[src/common/bli_pkg.sv]
package bli_pkg;
   // register indices; byte address is four times the index
   localparam int                ADDR_W   = 12;
   localparam logic [7:0]        IDX_CTRL = 8'hD8;
   localparam logic [7:0]        IDX_DATA = 8'hD9;
   localparam logic [7:0]        IDX_CFG  = 8'hDA;
   localparam logic [ADDR_W-1:0] ADR_CTRL = {2'h0, IDX_CTRL, 2'h0};
   localparam logic [ADDR_W-1:0] ADR_DATA = {2'h0, IDX_DATA, 2'h0};
   localparam logic [ADDR_W-1:0] ADR_CFG  = {2'h0, IDX_CFG, 2'h0};
   // control write bits
   localparam int CB_CXA  = 7;
   localparam int CB_IDLE = 6;
   localparam int CB_CDR  = 5;
   localparam int CB_CLEAR_ARBITRATION_LOST = 4;
   localparam int CB_CLEAR_START_SEEN = 3;
   localparam int CB_CLEAR_STOP_SEEN = 2;
   localparam int CB_SEND_REPEATED_START = 1;
   localparam int CB_SEND_STOP = 0;
   // configuration bits
   localparam int CF_SLVEN = 7;
   localparam int CF_MRQ   = 6;
   localparam int CF_TIE   = 5;
   localparam int CF_TRUN  = 4;
   localparam logic [7:0] CFG_RST = 8'h00;
   // bus timer
   localparam logic [2:0] MC_LAST  = 3'h5;   // six clocks per machine cycle
   localparam logic [9:0] TMR_MIN  = 10'h008;
   localparam logic [9:0] TMR_LAST = 10'h3FF;
   localparam logic [2:0] MIN_CT10 = 3'h7;
   localparam logic [2:0] MIN_CT01 = 3'h6;
   localparam logic [2:0] MIN_CT00 = 3'h5;
   localparam logic [2:0] MIN_CT11 = 3'h4;
   // master clock generator states
   typedef enum logic [2:0] {
      ST_IDLE  = 3'b000,
      ST_START = 3'b001,
      ST_LOW   = 3'b010,
      ST_HIGH  = 3'b011,
      ST_COND  = 3'b100
   } bli_st_t;
endpackage

[src/common/bli_tmr_if.sv]
`timescale 1ns/1ps
// control of the bus timer
interface bli_tmr_if;
   logic       restart;   // preload on scl change
   logic       run_full;  // high bits may count
   logic [1:0] ct;        // timing select
   logic       min_done;  // minimum time elapsed
   logic       timeout;   // carry out pulse
   modport ctl (output restart, run_full, ct, input min_done, timeout);
   modport tmr (input restart, run_full, ct, output min_done, timeout);
endinterface

[src/core/bli_timer.sv]
`timescale 1ns/1ps
module bli_timer
   import bli_pkg::*;
(
   input wire logic clk,
   input wire logic rst_n,
   input wire logic ce,
   bli_tmr_if.tmr   t
);
   logic [2:0] mc_q;     // machine cycle prescaler
   logic [9:0] cnt_q;    // timer count
   logic [2:0] min_cnt;  // selected minimum count
   logic       tick;     // one machine cycle done
   logic       to_q;     // carry out pulse

   // timing select map
   always_comb begin
      case (t.ct)
         2'b10:   min_cnt = MIN_CT10;
         2'b01:   min_cnt = MIN_CT01;
         2'b00:   min_cnt = MIN_CT00;
         default: min_cnt = MIN_CT11;
      endcase
   end

   assign tick       = (mc_q == MC_LAST);
   assign t.min_done = (cnt_q >= TMR_MIN);
   assign t.timeout  = to_q;

   // prescaler, restarted with the timer so min time is exact
   always_ff @(posedge clk or negedge rst_n) begin
      if (!rst_n) begin
         mc_q <= 3'h0;
      end else if (ce) begin
         mc_q <= (t.restart || tick) ? 3'h0 : mc_q + 3'h1;
      end
   end

   // counter; saturates at the min mark outside frames
   always_ff @(posedge clk or negedge rst_n) begin
      if (!rst_n) begin
         cnt_q <= TMR_MIN;
         to_q  <= 1'b0;
      end else if (ce) begin
         to_q <= 1'b0;
         if (t.restart) begin
            cnt_q <= TMR_MIN - {7'h0, min_cnt};
         end else if (tick) begin
            if (t.run_full && cnt_q == TMR_LAST) begin
               cnt_q <= TMR_MIN;
               to_q  <= 1'b1;
            end else if (t.run_full || cnt_q < TMR_MIN) begin
               cnt_q <= cnt_q + 10'h001;
            end
         end
      end
   end
endmodule // bli_timer

[src/core/bli_top.sv]
// Our own choice: register access over APB.
`timescale 1ns/1ps
module bli_top
   import bli_pkg::*;
(
   input  wire logic              MCLK,
   input  wire logic              RESETN,
   input  wire logic              CLK_EN,
   input  wire logic              PSEL,
   input  wire logic              PENABLE,
   input  wire logic              PWRITE,
   input  wire logic [ADDR_W-1:0] PADDR,
   input  wire logic [31:0]       PWDATA,
   output logic      [31:0]       PRDATA,
   output logic                   PREADY,
   output logic                   PSLVERR,
   input  wire logic              SCL_IN,
   output logic                   SCL_OUT,
   output logic                   SCL_OE,
   input  wire logic              SDA_IN,
   output logic                   SDA_OUT,
   output logic                   SDA_OE,
   output logic                   TIMER_IRQ
);
   bli_tmr_if tif ();

   // pin synchronisers and edge history
   logic    scl_m_q, scl_s_q, scl_p_q;
   logic    sda_m_q, sda_s_q, sda_p_q;
   // flags and state
   logic    rx_bit_q;       // receive_bit
   logic    xmit_q;         // transmit_bit
   logic    data_ready_q;         // data_ready
   logic    arl_q;          // arbitration_lost
   logic    str_q;          // start_seen
   logic    stp_q;          // stop_seen
   logic    xact_q;         // transmit active
   logic    master_q;       // currently master
   logic    busy_q;         // frame in progress
   logic    idle_q;         // slave ignores bus
   logic    quit_q;         // stop requested with request cleared
   logic    rs_q;           // repeated start pending
   logic    sp_q;           // stop pending
   logic    sda_low_q;      // sda pulled low
   logic    scl_low_q;      // scl pulled low
   logic    irq_q;          // timer interrupt pulse
   logic [7:0] cfg_q;       // bus_configuration
   logic [31:0] prdata_q;   // read data
   bli_st_t st_q, st_d;     // master clock state
   // decoded strobes and events
   logic    acc, wr, rd, mapped, wr_ctl, wr_dat, rd_dat;
   logic    scl_rise, scl_fall, start_det, stop_det;
   logic    active, listen, own_cond, attention, tmo;
   logic    arl_set;
   logic [7:0] status;

   // apb slave: zero wait states while enabled
   assign acc     = PSEL && PENABLE && CLK_EN;
   assign mapped  = (PADDR == ADR_CTRL) || (PADDR == ADR_DATA) || (PADDR == ADR_CFG);
   assign wr      = acc && PWRITE;
   assign rd      = acc && !PWRITE;
   assign wr_ctl  = wr && (PADDR == ADR_CTRL);
   assign wr_dat  = wr && (PADDR == ADR_DATA);
   assign rd_dat  = rd && (PADDR == ADR_DATA);
   assign PREADY  = CLK_EN;
   assign PSLVERR = PSEL && PENABLE && !mapped;
   assign PRDATA  = prdata_q;

   // bus events seen after the synchronisers
   assign scl_rise  = scl_s_q && !scl_p_q;
   assign scl_fall  = !scl_s_q && scl_p_q;
   assign start_det = scl_s_q && scl_p_q && sda_p_q && !sda_s_q;
   assign stop_det  = scl_s_q && scl_p_q && !sda_p_q && sda_s_q;
   assign active    = cfg_q[CF_SLVEN] || cfg_q[CF_MRQ] || master_q;
   assign listen    = active && (!idle_q || master_q);
   // own conditions are not reported back to software
   assign own_cond  = (st_q == ST_START) || (st_q == ST_COND);
   assign attention = data_ready_q || arl_q || str_q || stp_q;
   assign tmo       = tif.timeout;
   assign status    = {rx_bit_q, attention, data_ready_q, arl_q, str_q, stp_q,
                       master_q, xact_q};

   // bus timer hookup
   assign tif.restart  = scl_rise || scl_fall || start_det || stop_det
                         || (st_d != st_q);
   assign tif.run_full = cfg_q[CF_TRUN] && busy_q;
   assign tif.ct       = cfg_q[1:0];

   bli_timer u_tmr (
      .clk   (MCLK),
      .rst_n (RESETN),
      .ce    (CLK_EN),
      .t     (tif.tmr)
   );

   // two flops per pin, third for edges
   always_ff @(posedge MCLK or negedge RESETN) begin
      if (!RESETN) begin
         {scl_m_q, scl_s_q, scl_p_q} <= 3'h7;
         {sda_m_q, sda_s_q, sda_p_q} <= 3'h7;
      end else if (CLK_EN) begin
         {scl_m_q, scl_s_q, scl_p_q} <= {SCL_IN, scl_m_q, scl_s_q};
         {sda_m_q, sda_s_q, sda_p_q} <= {SDA_IN, sda_m_q, sda_s_q};
      end
   end

   // read data captured in the setup phase
   always_ff @(posedge MCLK or negedge RESETN) begin
      if (!RESETN) begin
         prdata_q <= 32'h0;
      end else if (CLK_EN && PSEL && !PENABLE) begin
         case (PADDR)
            ADR_CTRL: prdata_q <= {24'h0, status};
            ADR_DATA: prdata_q <= {24'h0, rx_bit_q, 7'h0};
            ADR_CFG:  prdata_q <= {24'h0, cfg_q};
            default:  prdata_q <= 32'h0;
         endcase
      end
   end

   // configuration register
   always_ff @(posedge MCLK or negedge RESETN) begin
      if (!RESETN) begin
         cfg_q <= CFG_RST;
      end else if (CLK_EN && wr && PADDR == ADR_CFG) begin
         cfg_q <= PWDATA[7:0];
      end
   end

   // arbitration loss cases, only while transmitting
   always_comb begin
      arl_set = 1'b0;
      if (xact_q) begin
         if (scl_rise && xmit_q && !sda_s_q)
            arl_set = 1'b1;
         if (start_det && xmit_q && !own_cond)
            arl_set = 1'b1;
         if (st_q == ST_HIGH && rs_q && scl_fall)
            arl_set = 1'b1;
         if (st_q == ST_COND && sp_q && tif.min_done && !sda_s_q)
            arl_set = 1'b1;
      end
   end

   // receive bit, sampled at every scl rise while active
   always_ff @(posedge MCLK or negedge RESETN) begin
      if (!RESETN) begin
         rx_bit_q <= 1'b0;
      end else if (CLK_EN && active && scl_rise) begin
         rx_bit_q <= sda_s_q;
      end
   end

   // status flags: a set in the same cycle beats a software clear; a timeout clears all
   always_ff @(posedge MCLK or negedge RESETN) begin
      if (!RESETN) begin
         data_ready_q <= 1'b0;
         arl_q  <= 1'b0;
         str_q  <= 1'b0;
         stp_q  <= 1'b0;
      end else if (CLK_EN) begin
         if (tmo) begin
            {data_ready_q, arl_q, str_q, stp_q} <= 4'h0;
         end else begin
            if (scl_rise && listen)
               data_ready_q <= 1'b1;
            else if (rd_dat || wr_dat || (wr_ctl && PWDATA[CB_CDR]))
               data_ready_q <= 1'b0;
            if (arl_set)
               arl_q <= 1'b1;
            else if (wr_ctl && PWDATA[CB_CLEAR_ARBITRATION_LOST])
               arl_q <= 1'b0;
            if (start_det && listen && !own_cond)
               str_q <= 1'b1;
            else if (wr_ctl && PWDATA[CB_CLEAR_START_SEEN])
               str_q <= 1'b0;
            if (stop_det && listen && !own_cond)
               stp_q <= 1'b1;
            else if (wr_ctl && PWDATA[CB_CLEAR_STOP_SEEN])
               stp_q <= 1'b0;
         end
      end
   end

   // transmit active, transmit bit and pending conditions
   always_ff @(posedge MCLK or negedge RESETN) begin
      if (!RESETN) begin
         xact_q <= 1'b0;
         xmit_q <= 1'b1;
         rs_q   <= 1'b0;
         sp_q   <= 1'b0;
      end else if (CLK_EN) begin
         if (tmo || arl_set) begin
            xact_q <= 1'b0;
            rs_q   <= 1'b0;
            sp_q   <= 1'b0;
         end else if (st_d == ST_START && st_q != ST_START) begin
            xact_q <= 1'b1;
            xmit_q <= 1'b0;
         end else if (st_q == ST_START && st_d == ST_LOW) begin
            xact_q <= 1'b0;
            xmit_q <= 1'b1;
         end else if (wr_ctl && (PWDATA[CB_SEND_REPEATED_START] || PWDATA[CB_SEND_STOP])) begin
            xact_q <= 1'b1;
            xmit_q <= PWDATA[CB_SEND_REPEATED_START];
            rs_q   <= PWDATA[CB_SEND_REPEATED_START];
            sp_q   <= !PWDATA[CB_SEND_REPEATED_START];
         end else if (wr_dat) begin
            xact_q <= 1'b1;
            xmit_q <= PWDATA[7];
         end else if (rd_dat || (wr_ctl && PWDATA[CB_CXA])) begin
            xact_q <= 1'b0;
         end else if (st_q == ST_COND && st_d != ST_COND) begin
            rs_q <= 1'b0;
            sp_q <= 1'b0;
            if (sp_q)
               xact_q <= 1'b0;
         end
      end
   end

   // bus busy, idle slave and quit request
   always_ff @(posedge MCLK or negedge RESETN) begin
      if (!RESETN) begin
         busy_q <= 1'b0;
         idle_q <= 1'b1;
         quit_q <= 1'b0;
      end else if (CLK_EN) begin
         if (tmo || stop_det)
            busy_q <= 1'b0;
         else if (start_det)
            busy_q <= 1'b1;
         if (start_det)
            idle_q <= 1'b0;
         else if (wr_ctl && PWDATA[CB_IDLE])
            idle_q <= 1'b1;
         if (!master_q)
            quit_q <= 1'b0;
         else if (wr_ctl && PWDATA[CB_SEND_STOP] && !cfg_q[CF_MRQ])
            quit_q <= 1'b1;
      end
   end

   // mastership; a stop frees the bus even for an idle slave
   always_ff @(posedge MCLK or negedge RESETN) begin
      if (!RESETN) begin
         master_q <= 1'b0;
      end else if (CLK_EN) begin
         if (tmo || arl_set)
            master_q <= 1'b0;
         else if (quit_q && st_q == ST_COND && st_d == ST_IDLE)
            master_q <= 1'b0;
         else if (cfg_q[CF_MRQ] && !busy_q && !stop_det)
            master_q <= 1'b1;
      end
   end

   // master clock sequencer; timer restarts on every move
   always_comb begin
      st_d = st_q;
      case (st_q)
         ST_IDLE:
            if (master_q && !busy_q && scl_s_q && sda_s_q && tif.min_done)
               st_d = ST_START;
         ST_START:
            if (tif.min_done)
               st_d = ST_LOW;
         ST_LOW:
            if (tif.min_done && !attention && sda_low_q == (xact_q && !xmit_q))
               st_d = ST_HIGH;
         ST_HIGH:
            if (scl_s_q && !scl_rise && tif.min_done)
               st_d = (rs_q || sp_q) ? ST_COND : ST_LOW;
         ST_COND:
            if (tif.min_done)
               st_d = sp_q ? ST_IDLE : ST_LOW;
         default:
            st_d = ST_IDLE;
      endcase
      if (tmo || arl_set || !master_q)
         st_d = ST_IDLE;
   end

   always_ff @(posedge MCLK or negedge RESETN) begin
      if (!RESETN)
         st_q <= ST_IDLE;
      else if (CLK_EN)
         st_q <= st_d;
   end

   // pin drivers, both from flops
   always_ff @(posedge MCLK or negedge RESETN) begin
      if (!RESETN) begin
         sda_low_q <= 1'b0;
         scl_low_q <= 1'b0;
      end else if (CLK_EN) begin
         if (!xact_q || tmo || arl_set)
            sda_low_q <= 1'b0;
         else if (st_q == ST_START)
            sda_low_q <= 1'b1;
         else if (st_q == ST_COND)
            sda_low_q <= rs_q;
         else if (!scl_s_q)
            sda_low_q <= !xmit_q;
         // slave stretches once scl is seen low
         scl_low_q <= !tmo && ((st_d == ST_LOW)
                      || (!master_q && listen && !scl_s_q && attention));
      end
   end

   // timer interrupt pulse when enabled
   always_ff @(posedge MCLK or negedge RESETN) begin
      if (!RESETN)
         irq_q <= 1'b0;
      else if (CLK_EN)
         irq_q <= tmo && cfg_q[CF_TIE];
   end

   assign SDA_OUT   = 1'b0;
   assign SDA_OE    = sda_low_q;
   assign SCL_OUT   = 1'b0;
   assign SCL_OE    = scl_low_q;
   assign TIMER_IRQ = irq_q;
endmodule // bli_top

[config.mk]
export PLATFORM = sky130hd
export DESIGN_NAME = bli_top
export DESIGN_NICKNAME = d
export VERILOG_FILES = /design/src/common/bli_pkg.sv /design/src/common/bli_tmr_if.sv /design/src/core/bli_timer.sv /design/src/core/bli_top.sv
export SDC_FILE = /design/constraint.sdc
export NUM_CORES = 1
export LEC_CHECK = 0
export BUFFER_PORTS_ARGS = -buffer_cell sky130_fd_sc_hd__buf_2
export CORE_UTILIZATION = 58
export DETAILED_ROUTE_END_ITERATION = 16
export PLACE_DENSITY = 0.94
export SLEW_MARGIN = 20
export SYNTH_ARGS = -nofsm -noshare
export SYNTH_HDL_FRONTEND = slang
export SYNTH_SLANG_ARGS = --single-unit
[constraint.sdc]
create_clock -name MCLK -period 5.7 [get_ports MCLK]
set_clock_uncertainty 0.05 [all_clocks]
set_input_delay 0.57 -clock MCLK [delete_from_list [all_inputs] [get_ports MCLK]]
set_output_delay 0.57 -clock MCLK [all_outputs]
set_load 0.01 [all_outputs]
==> results of run 1 <==
## final cells by class
type	instances	area, um2
clock buffers	5	68.8
clock inverters	3	27.5
fillers	474	2110
inverters	21	78.8
multi-input cells	303	1930
flip-flops and latches	55	1390
well taps	75	93.8
repair buffers	42	215
## cell usage in the layout, fill, tap and decap left out, types with 8 or more instances in the layout
master	synthesis	layout
a21oi_1	16	16
a22oi_1	11	11
nand2_1	49	49
buf_2	3	40
mux2_1	8	8
conb_1	1	26
o21ai_0	18	18
nand3_1	12	12
nor2_1	21	21
nor3_1	12	12
inv_1	20	20
dfrtp_1	46	46
o21ai_1	8	8
dfstp_2	9	9
ha_1	11	11
## per-stage QoR
stage	hold WS, ns	util
2_1_floorplan	0.224	-
3_3_place_gp	0.406	0.627
3_5_place_dp	0.421	0.627
4_1_cts	0.350	0.643
5_1_grt	0.381	0.643
6_report	0.311	0.643
## metal layers
metal  routed length, um  vias to the layer above  GRT usage
met5                   0                        -          0
met4                 186                        0     0.0964
met3                 554                       22     0.0409
met2                4100                      175      0.452
met1                3530                     1544      0.351
li1                    -                     1447          -
## flip-flops by register name, summed over array words and instances, names as in the netlist, 3 cells and up
| signal | cells |
|---|---|
| cfg_q | 8 |
| u_tmr.mc_q | 3 |
| st_q | 3 |
| u_tmr.cnt_q | 10 |
| PRDATA | 8 |
## critical path, cell delays in order, from the launching register on
cell	delay [ns]
dfrtp_1	0.53
or3b_1	0.50
a2111oi_0	0.46
o41a_2	0.29
nor2_1	0.11
o211ai_1	0.65
o21ai_0	0.26
a22o_1	0.24
## logic make-up after synthesis
group	Yosys count
AOI/OAI and AO/OA	104
and+or+nand+nor	141
other	1
muxes	17
buffers and inverters	64
DFF	55
xor gates and xnor gates	4
adders and majority gates	11
## where the power goes
part / internal [W] / switching (W)
Sequential: 0.000420 / 0.0000289
Combinational: 0.0000650 / 0.000108
Clock: 0.0000907 / 0.000143
Total: 0.000576 / 0.000279
## final timing paths
| path | end | startpoint | cells after the start | slack [ns] |
|---|---|---|---|---|
| max | u_tmr.cnt_q[1] | st_q[0] | 7 | 2.52 |
| min | PRDATA[5] | RESETN | 2 | 0.31 |
| max reg2reg | u_tmr.cnt_q[1] | st_q[0] | 7 | 2.52 |
| min reg2reg | PRDATA[5] | PRDATA[5] | 2 | 0.44 |
| max in group asynchronous | u_tmr.cnt_q[6] | RESETN | 2 | 4.82 |
| min in group MCLK | cfg_q[2] | PWDATA[2] | 2 | 0.42 |
==> results.yml, run 1 <==
die:
  rows: 28
  die_w_um: 80.5
  core_mm2: 0.00592
  die_h_um: 80.5
  die_area_mm2: 0.00648
  start_util: 0.604
  ioPinCount: 91
timing:
  slew_headroom: 0.409
  setup_ws_ns: 2.52
  fin_crit_sh: 0.558
  fmax_ghz: 0.314
  maxSlewViolCount: 0
  tightest_slew_ns: 0.887
  hold_viol_final: 0
  rsz0062_at_grt: "false"
  fin_tns_setup_ns: 0
  setup_viol_count_final: 0
  period_minus_slack_ns: 3.18
cts:
  clockBufferDepth: 2
  post_cts_buffers: 0
  cts.clk_slew.worst_paths_ns: 0.12
  cts_sinks: 55
  root_buffer: "clkbuf_8"
  cts_resized: 0
  insertion_delay_ns: 0.32
  htreeDepth: 2
  hold_buffers: 0
  cts_buffers: 5
  cts_tree: "done"
global_routing:
  antenna_found_initial: 0
  grt_pass1_wl_um: 13500
  grt_max_degree: 56
  grt_pass1_vias: 2858
  grt_overflow: 0
  grt_util_all_layers: 0.270
yosys:
  synth_edf_count: 0
  synth_mux_area_frac: 0.0522
  yosys.area_share.xor_xnor: 0.00980
  synth_top_area_frac: 0.322
  synth_seq_cells: 55
  synth_top_family_by_area: "simple AND/OR/NAND/NOR gates"
  yosys_warnings: 0
  yosysMostFrequentCell: "nand2_1"
  synth.distinct_cells: 67
  synth_largest_area_cell: "dfrtp_1"
  synth_simple_gate_area_frac: 0.216
  synth_seq_area_share: 0.388
  synth_flop_cell: "dfrtp_1"
  synth_area_mm2: 0.00357
  netlist_instances: 397
  avgSynthCellArea_um2: 9.00
  synth_compound_area_frac: 0.198
  synthAdderAreaFrac: 0.0385
  ys_async_sr_fraction: 1.00
  synthTopCellsByCount: "nand2_1, dfrtp_1, buf_4"
  synth.top_cells.by_area: "dfrtp_1, dfstp_2, buf_4"
place:
  dp_cells: 496
  numPortBuffers: 40
  placement.cell_area_mm2: 0.00371
  routabilityCongestion: 0.937
  hpwl_um: 6080
  preCtsSetupSlack_ns: 2.26
setup_path:
  cp_max_fo: 13
  start_kind: "register"
  cp-end-kind: "register"
  worstSetupPathType: "register to register"
  critPathRequiredTime_ns: 5.86
  arrival_ns: 3.35
routing:
  antenna_left: 0
  viasPerCell: 6.33
  route.detailed.drc: 0
  first_pass_iters: 5
  num_vias: 3188
  drt_iter0_drc: 369
  post_drt_wl_per_cell_um: 16.6
  wl_um: 8370
flow_run:
  drv_cap: 0
worst_hold_path:
  hold_class: "input pin to asynchronous set/reset pin"
final_layout:
  nets: 491
  diodes: 0
  drive_above_1_share: 0.177
  fin_cells: 504
  design_area_mm2: 0.00381
  area_growth_pct: 6.51
pwr:
  p_leak_nw: 1.67
  ir_drop_mv: 0.150
  power_density_mw_per_mm2: 225
  totalPowerFinal_w: 0.000855
run_status:
  status: "completed"
(Power assumes the default switching activity.)
==> inputs of run 2 (changes only) <==
CORE_UTILIZATION = 49   (was 58)
PLACE_DENSITY = 0.86   (was 0.94)
clock period = 2.8 ns   (was 5.7 ns; I/O delays follow)
==> run 2 against run 1 <==
Net effect:
- die area rose by 18%
- power rose by 130%
- flip-flop and latch count did not move
- combinational power rose to 2.7 times the previous value
- global-route usage fell by 1.9 points
- non-clock buffer count rose by 44
- cell area rose by 11%
==> results.yml, run 2 (synthesized netlist as in run 1, its figures left out) <==
pwr:
  p_clk_frac: 0.292
  intPower_w: 0.00136
  seq_power_share: 0.465
  ir_drop_mv: 0.325
  p_leak_nw: 1.92
  p_switching_w: 0.000583
  comb_power_share: 0.243
  power_density_mw_per_mm2: 459
  swShare: 0.300
global_routing:
  grt_pass1_vias: 3128
  grt_pass1_wl_um: 14800
  grt_max_degree: 44
  grt_util_all_layers: 0.251
  gr-usage-met3: 0.0313
  met2_usage: 0.415
  gr-usage-met1: 0.333
  grt_most_used_layer: "met2"
  grt_overflow: 0
  antenna_found_initial: 0
timing:
  fin_tns_setup_ns: 0
  fin_crit_sh: 0.952
  setup_viol_count_final: 0
  fmax_ghz: 0.375
  setup_ws_ns: 0.134
  slew_headroom: 0.616
  maxSlewViolCount: 0
  tightest_slew_ns: 0.573
  hold_viol_final: 0
  rsz0062_at_grt: "false"
  period_minus_slack_ns: 2.67
final_layout:
  largest_register_ffs: 10
  nets: 535
  drive_above_1_share: 0.256
  final_util: 0.613
  diodes: 0
  top_register: "u_tmr.cnt_q"
  area_growth_pct: 18.5
  final_cell_mix: "nand2_1, dfrtp_1, buf_4, buf_2, conb_1"
  fin_cells: 569
  final_common_cell: "nand2_1"
setup_path:
  r2r-start: "scl_s_q"
  cp_max_fo: 5
  ff2ff_path_depth: 12
  rrSetupSlack_ns: 0.13
  cp-end-kind: "register"
  r2r_end: "u_tmr.cnt_q[5]"
  start_kind: "register"
  critPathRequiredTime_ns: 2.99
  worstSetupPathType: "register to register"
  arrival_ns: 2.85
routing:
  drt_iter0_drc: 225
  first_pass_iters: 5
  antenna_left: 0
  wl_um: 9040
  route.detailed.drc: 0
  num_vias: 3303
  post_drt_wl_per_cell_um: 15.9
  viasPerCell: 5.80
place:
  routabilityCongestion: 0.940
  hpwl_um: 6830
  numPortBuffers: 40
  preCtsSetupSlack_ns: -0.135
  dp_cells: 556
flow_run:
  drv_cap: 0
cts:
  root_buffer: "clkbuf_8"
  insertion_delay_ns: 0.31
  cts_sinks: 55
  htreeDepth: 2
  cts.clk_slew.worst_paths_ns: 0.10
  cts_buffers: 5
  clockBufferDepth: 2
  cts_tree: "done"
run_status:
  status: "completed"
die:
  die_area_mm2: 0.00764
  core_mm2: 0.00691
  die_w_um: 87.4
  start_util: 0.517
  ioPinCount: 91
  rows: 30
  die_h_um: 87.4
worst_hold_path:
  hold_class: "input pin to register"
  min-delay-start: "SDA_IN"
  hold_end: "sda_m_q"
  holdPathStages: 2
==> run 2: cell count changes in the layout (fill, tap and decap cells not counted), sizes merged <==
cell / before / now
buf: 42 / 85
bufinv: 0 / 1
clkbuf: 5 / 6
clkinv: 2 / 1
clkinvlp: 1 / 0
dlygate4sd3: 0 / 1
==> run 2: critical path, cell delays in order, from the launching register on <==
cell and delay [ns]:
dfstp_2 0.58, ha_1 0.21, nand3b_1 0.17, a211oi_1 0.25, o41a_2 0.21, nor2_2 0.04
buf_4 0.15, o211ai_1 0.10, o211ai_1 0.23, buf_4 0.21, buf_4 0.12, buf_4 0.11
o2bb2ai_1 0.14
==> run 2: power by group through the flow <==
stage               clock (W)  combinational (W)  sequential (W)
floorplan                   0           0.000282        0.000911
global placement            0           0.000429        0.000916
detailed placement          0           0.000442        0.000919
CTS                  0.000571           0.000452        0.000905
global route         0.000604           0.000525        0.000912
finish               0.000568           0.000473        0.000904
==> run 2: final cells by class <==
class	count	area [um2]
Fill cell	583	2670
Multi-Input combinational cell	303	1960
Sequential cell	55	1390
Timing Repair Buffer	86	561
Tap cell	96	120
Clock buffer	6	82.6
Inverter	21	78.8
Clock inverter	2	38.8
==> run 2: worst max-delay path by stage <==
stage	startpoint	endpoint	slack [ns]	cells after the start
after global placement	st_q[0]	u_tmr.cnt_q[1]	-0.03	8
after detailed placement	st_q[0]	u_tmr.cnt_q[1]	-0.14	8
after global routing	scl_s_q	u_tmr.cnt_q[8]	0.003	12
after CTS	scl_s_q	u_tmr.mc_q[1]	0.05	10
after floorplan	sda_s_q	rs_q	0.15	9
final	scl_s_q	u_tmr.cnt_q[5]	0.13	12
==> run 2: repair_timing <==
action	CTS	global route
hold buffers	1	0
resized for setup	2	3
pin swaps	1	3
endpoints found under the setup margin	9	11
endpoints found under the hold margin	11	0
setup buffers	1	3
==> run 2: metrics by stage <==
stage               area, um2  power [W]  hold WS [ns]
global route             4230    0.00204         0.152
CTS                      4190    0.00193         0.142
global placement         4040    0.00135         0.172
detailed placement       4040    0.00136         0.176
floorplan                3670    0.00119       -0.0656
finish                   4230    0.00194         0.146
==> run 2: layer usage <==
metal / up-vias / share of wire
li1: 1536 / -
met1: 1571 / 0.43
met2: 171 / 0.47
met3: 25 / 0.075
met4: 0 / 0.021
met5: - / 0
==> inputs of run 3 (changes only) <==
RECOVER_POWER = 50   (was unset)
==> run 3 against run 2 <==
Net effect:
- sequential share of layout area is 0.19 points higher
- wire length is 0.34% higher
- first-iteration DRC count is 18% higher
- cell area is 0.59% lower
- global-route usage stayed put
- cell count stayed put
- non-clock buffer count stayed put
- flip-flop and latch count stayed put
- via count is 0.61% lower
- register-to-register slack hardly changed
- power is 0.31% lower
- critical path type unchanged
==> results.yml, run 3 (synthesized netlist as in run 1, its figures left out) <==
routing:
  viasPerCell: 5.77
  first_pass_iters: 5
  antenna_left: 0
  wl_um: 9070
  route.detailed.drc: 0
  num_vias: 3283
  drt_iter0_drc: 266
  post_drt_wl_per_cell_um: 15.9
timing:
  rsz0062_at_grt: "false"
  fin_crit_sh: 0.955
  hold_viol_final: 0
  period_minus_slack_ns: 2.67
  tightest_slew_ns: 1.10
  setup_viol_count_final: 0
  slew_headroom: 0.265
  maxSlewViolCount: 0
  fmax_ghz: 0.374
  holdWs_ns: 0.146
die:
  die_h_um: 87.4
  die_w_um: 87.4
  die_area_mm2: 0.00764
  start_util: 0.517
  ioPinCount: 91
  rows: 30
  core_mm2: 0.00691
setup_path:
  worstSetupPathType: "register to register"
  critPathRequiredTime_ns: 2.95
  setup.worst_path.end: "u_tmr.cnt_q[6]"
  ff2ff_path_depth: 11
  start_kind: "register"
  rrSetupSlack_ns: 0.13
  crit_path_start: "scl_p_q"
  cp-end-kind: "register"
  r2r_end: "u_tmr.cnt_q[6]"
  arrival_ns: 2.83
  crit_chain: "inv_1 -> ha_1 -> and3_1 -> o41a_2 -> nor2_2 -> buf_4 -> o211ai_1 -> o211ai_1 -> buf_4 -> o21ai_1 -> a22o_1"
  r2r-start: "scl_p_q"
  crit_path_max_incr_delay_ns: 0.56
  cp_max_fo: 5
  cpMaxStageDelayCell: "dfstp_1"
global_routing:
  grt_pass1_vias: 3128
  antenna_found_initial: 0
  grt_pass1_wl_um: 14800
  grt_max_degree: 44
  grt_util_all_layers: 0.251
  grt_overflow: 0
place:
  dp_cells: 556
  routabilityCongestion: 0.940
  hpwl_um: 6830
  numPortBuffers: 40
final_layout:
  largest_register_ffs: 10
  final_cell_mix: "nand2_1, dfrtp_1, buf_4, conb_1, buf_2"
  drive_above_1_share: 0.218
  nets: 535
  n_fill_cell: 594
  fin_cells: 569
  multi_input_area_mm2: 0.00196
  area_growth_pct: 17.8
  diodes: 0
  final_common_cell: "nand2_1"
  register_area_mm2: 0.00139
  final_util: 0.609
  top_register: "u_tmr.cnt_q"
pwr:
  p_leak_nw: 1.85
  ir_drop_mv: 0.325
  power_density_mw_per_mm2: 461
cts:
  cts_buffers: 5
  cts_sinks: 55
  insertion_delay_ns: 0.31
  htreeDepth: 2
  cts_tree: "done"
  clockBufferDepth: 2
  root_buffer: "clkbuf_8"
  cts.clk_slew.worst_paths_ns: 0.10
worst_hold_path:
  hold_class: "input pin to register"
run_status:
  status: "completed"
flow_run:
  drv_cap: 0
## run 3: metrics by stage
| step | setup slack [ns] | TNS [ns] | instance area, um2 | power, W |
|---|---|---|---|---|
| 2_1_floorplan | 0.151 | 0 | 3670 | 0.00119 |
| 3_3_place_gp | -0.0311 | -0.0541 | 4040 | 0.00135 |
| 3_5_place_dp | -0.135 | -0.709 | 4040 | 0.00136 |
| 4_1_cts | 0.0513 | 0 | 4190 | 0.00193 |
| 5_1_grt | 0.00321 | 0 | 4210 | 0.00204 |
| 6_report | 0.127 | 0 | 4210 | 0.00194 |
## run 3: worst min-delay path by stage
stage               slack, ns  cells past startpoint   start        end
global route             0.15                      2  SCL_IN    scl_m_q
global placement         0.17                      1  RESETN  PRDATA[0]
floorplan               -0.07                      0  RESETN  PRDATA[0]
finish                   0.15                      2  SDA_IN    sda_m_q
detailed placement       0.18                      1  RESETN  PRDATA[0]
CTS                      0.14                      2  SDA_IN    sda_m_q
## run 3: report_power, final
group          switching [W]  total, W  internal [W]
clock network       0.000272  0.000567      0.000295
registers          0.0000490  0.000902      0.000853
logic               0.000259  0.000469      0.000210
## run 3: layer usage
layer	GRT usage	vias up	share of wire
li1	-	1535	-
met1	0.333	1562	0.44
met2	0.415	167	0.47
met3	0.0313	19	0.073
met4	0.0999	0	0.018
met5	0	-	0
## run 3: timing repair
item / in CTS / in global routing
setup endpoints to repair: 9 / 11
hold endpoints to repair: 11 / 0
resized for setup: 2 / 3
hold buffers: 1 / 0
buffers inserted: 1 / 3
pin swaps: 1 / 3
## run 3: area by class of cell
type | count | area share
multi-input cells | 303 | 0.467
repair buffers | 86 | 0.127
flip-flops and latches | 55 | 0.330
clock buffers | 6 | 0.0196
well taps | 96 | 0.0285
clock inverters | 2 | 0.00922
inverters | 21 | 0.0187
## run 3: worst max-delay path: cells and delay by family (launching register included)
family                     cells  cell delay (ns)
AOI/OAI and AO/OA              5             1.03
adders and majority gates      1             0.22
buffers and inverters          3             0.41
DFF                            1             0.56
and+or+nand+nor                2             0.29
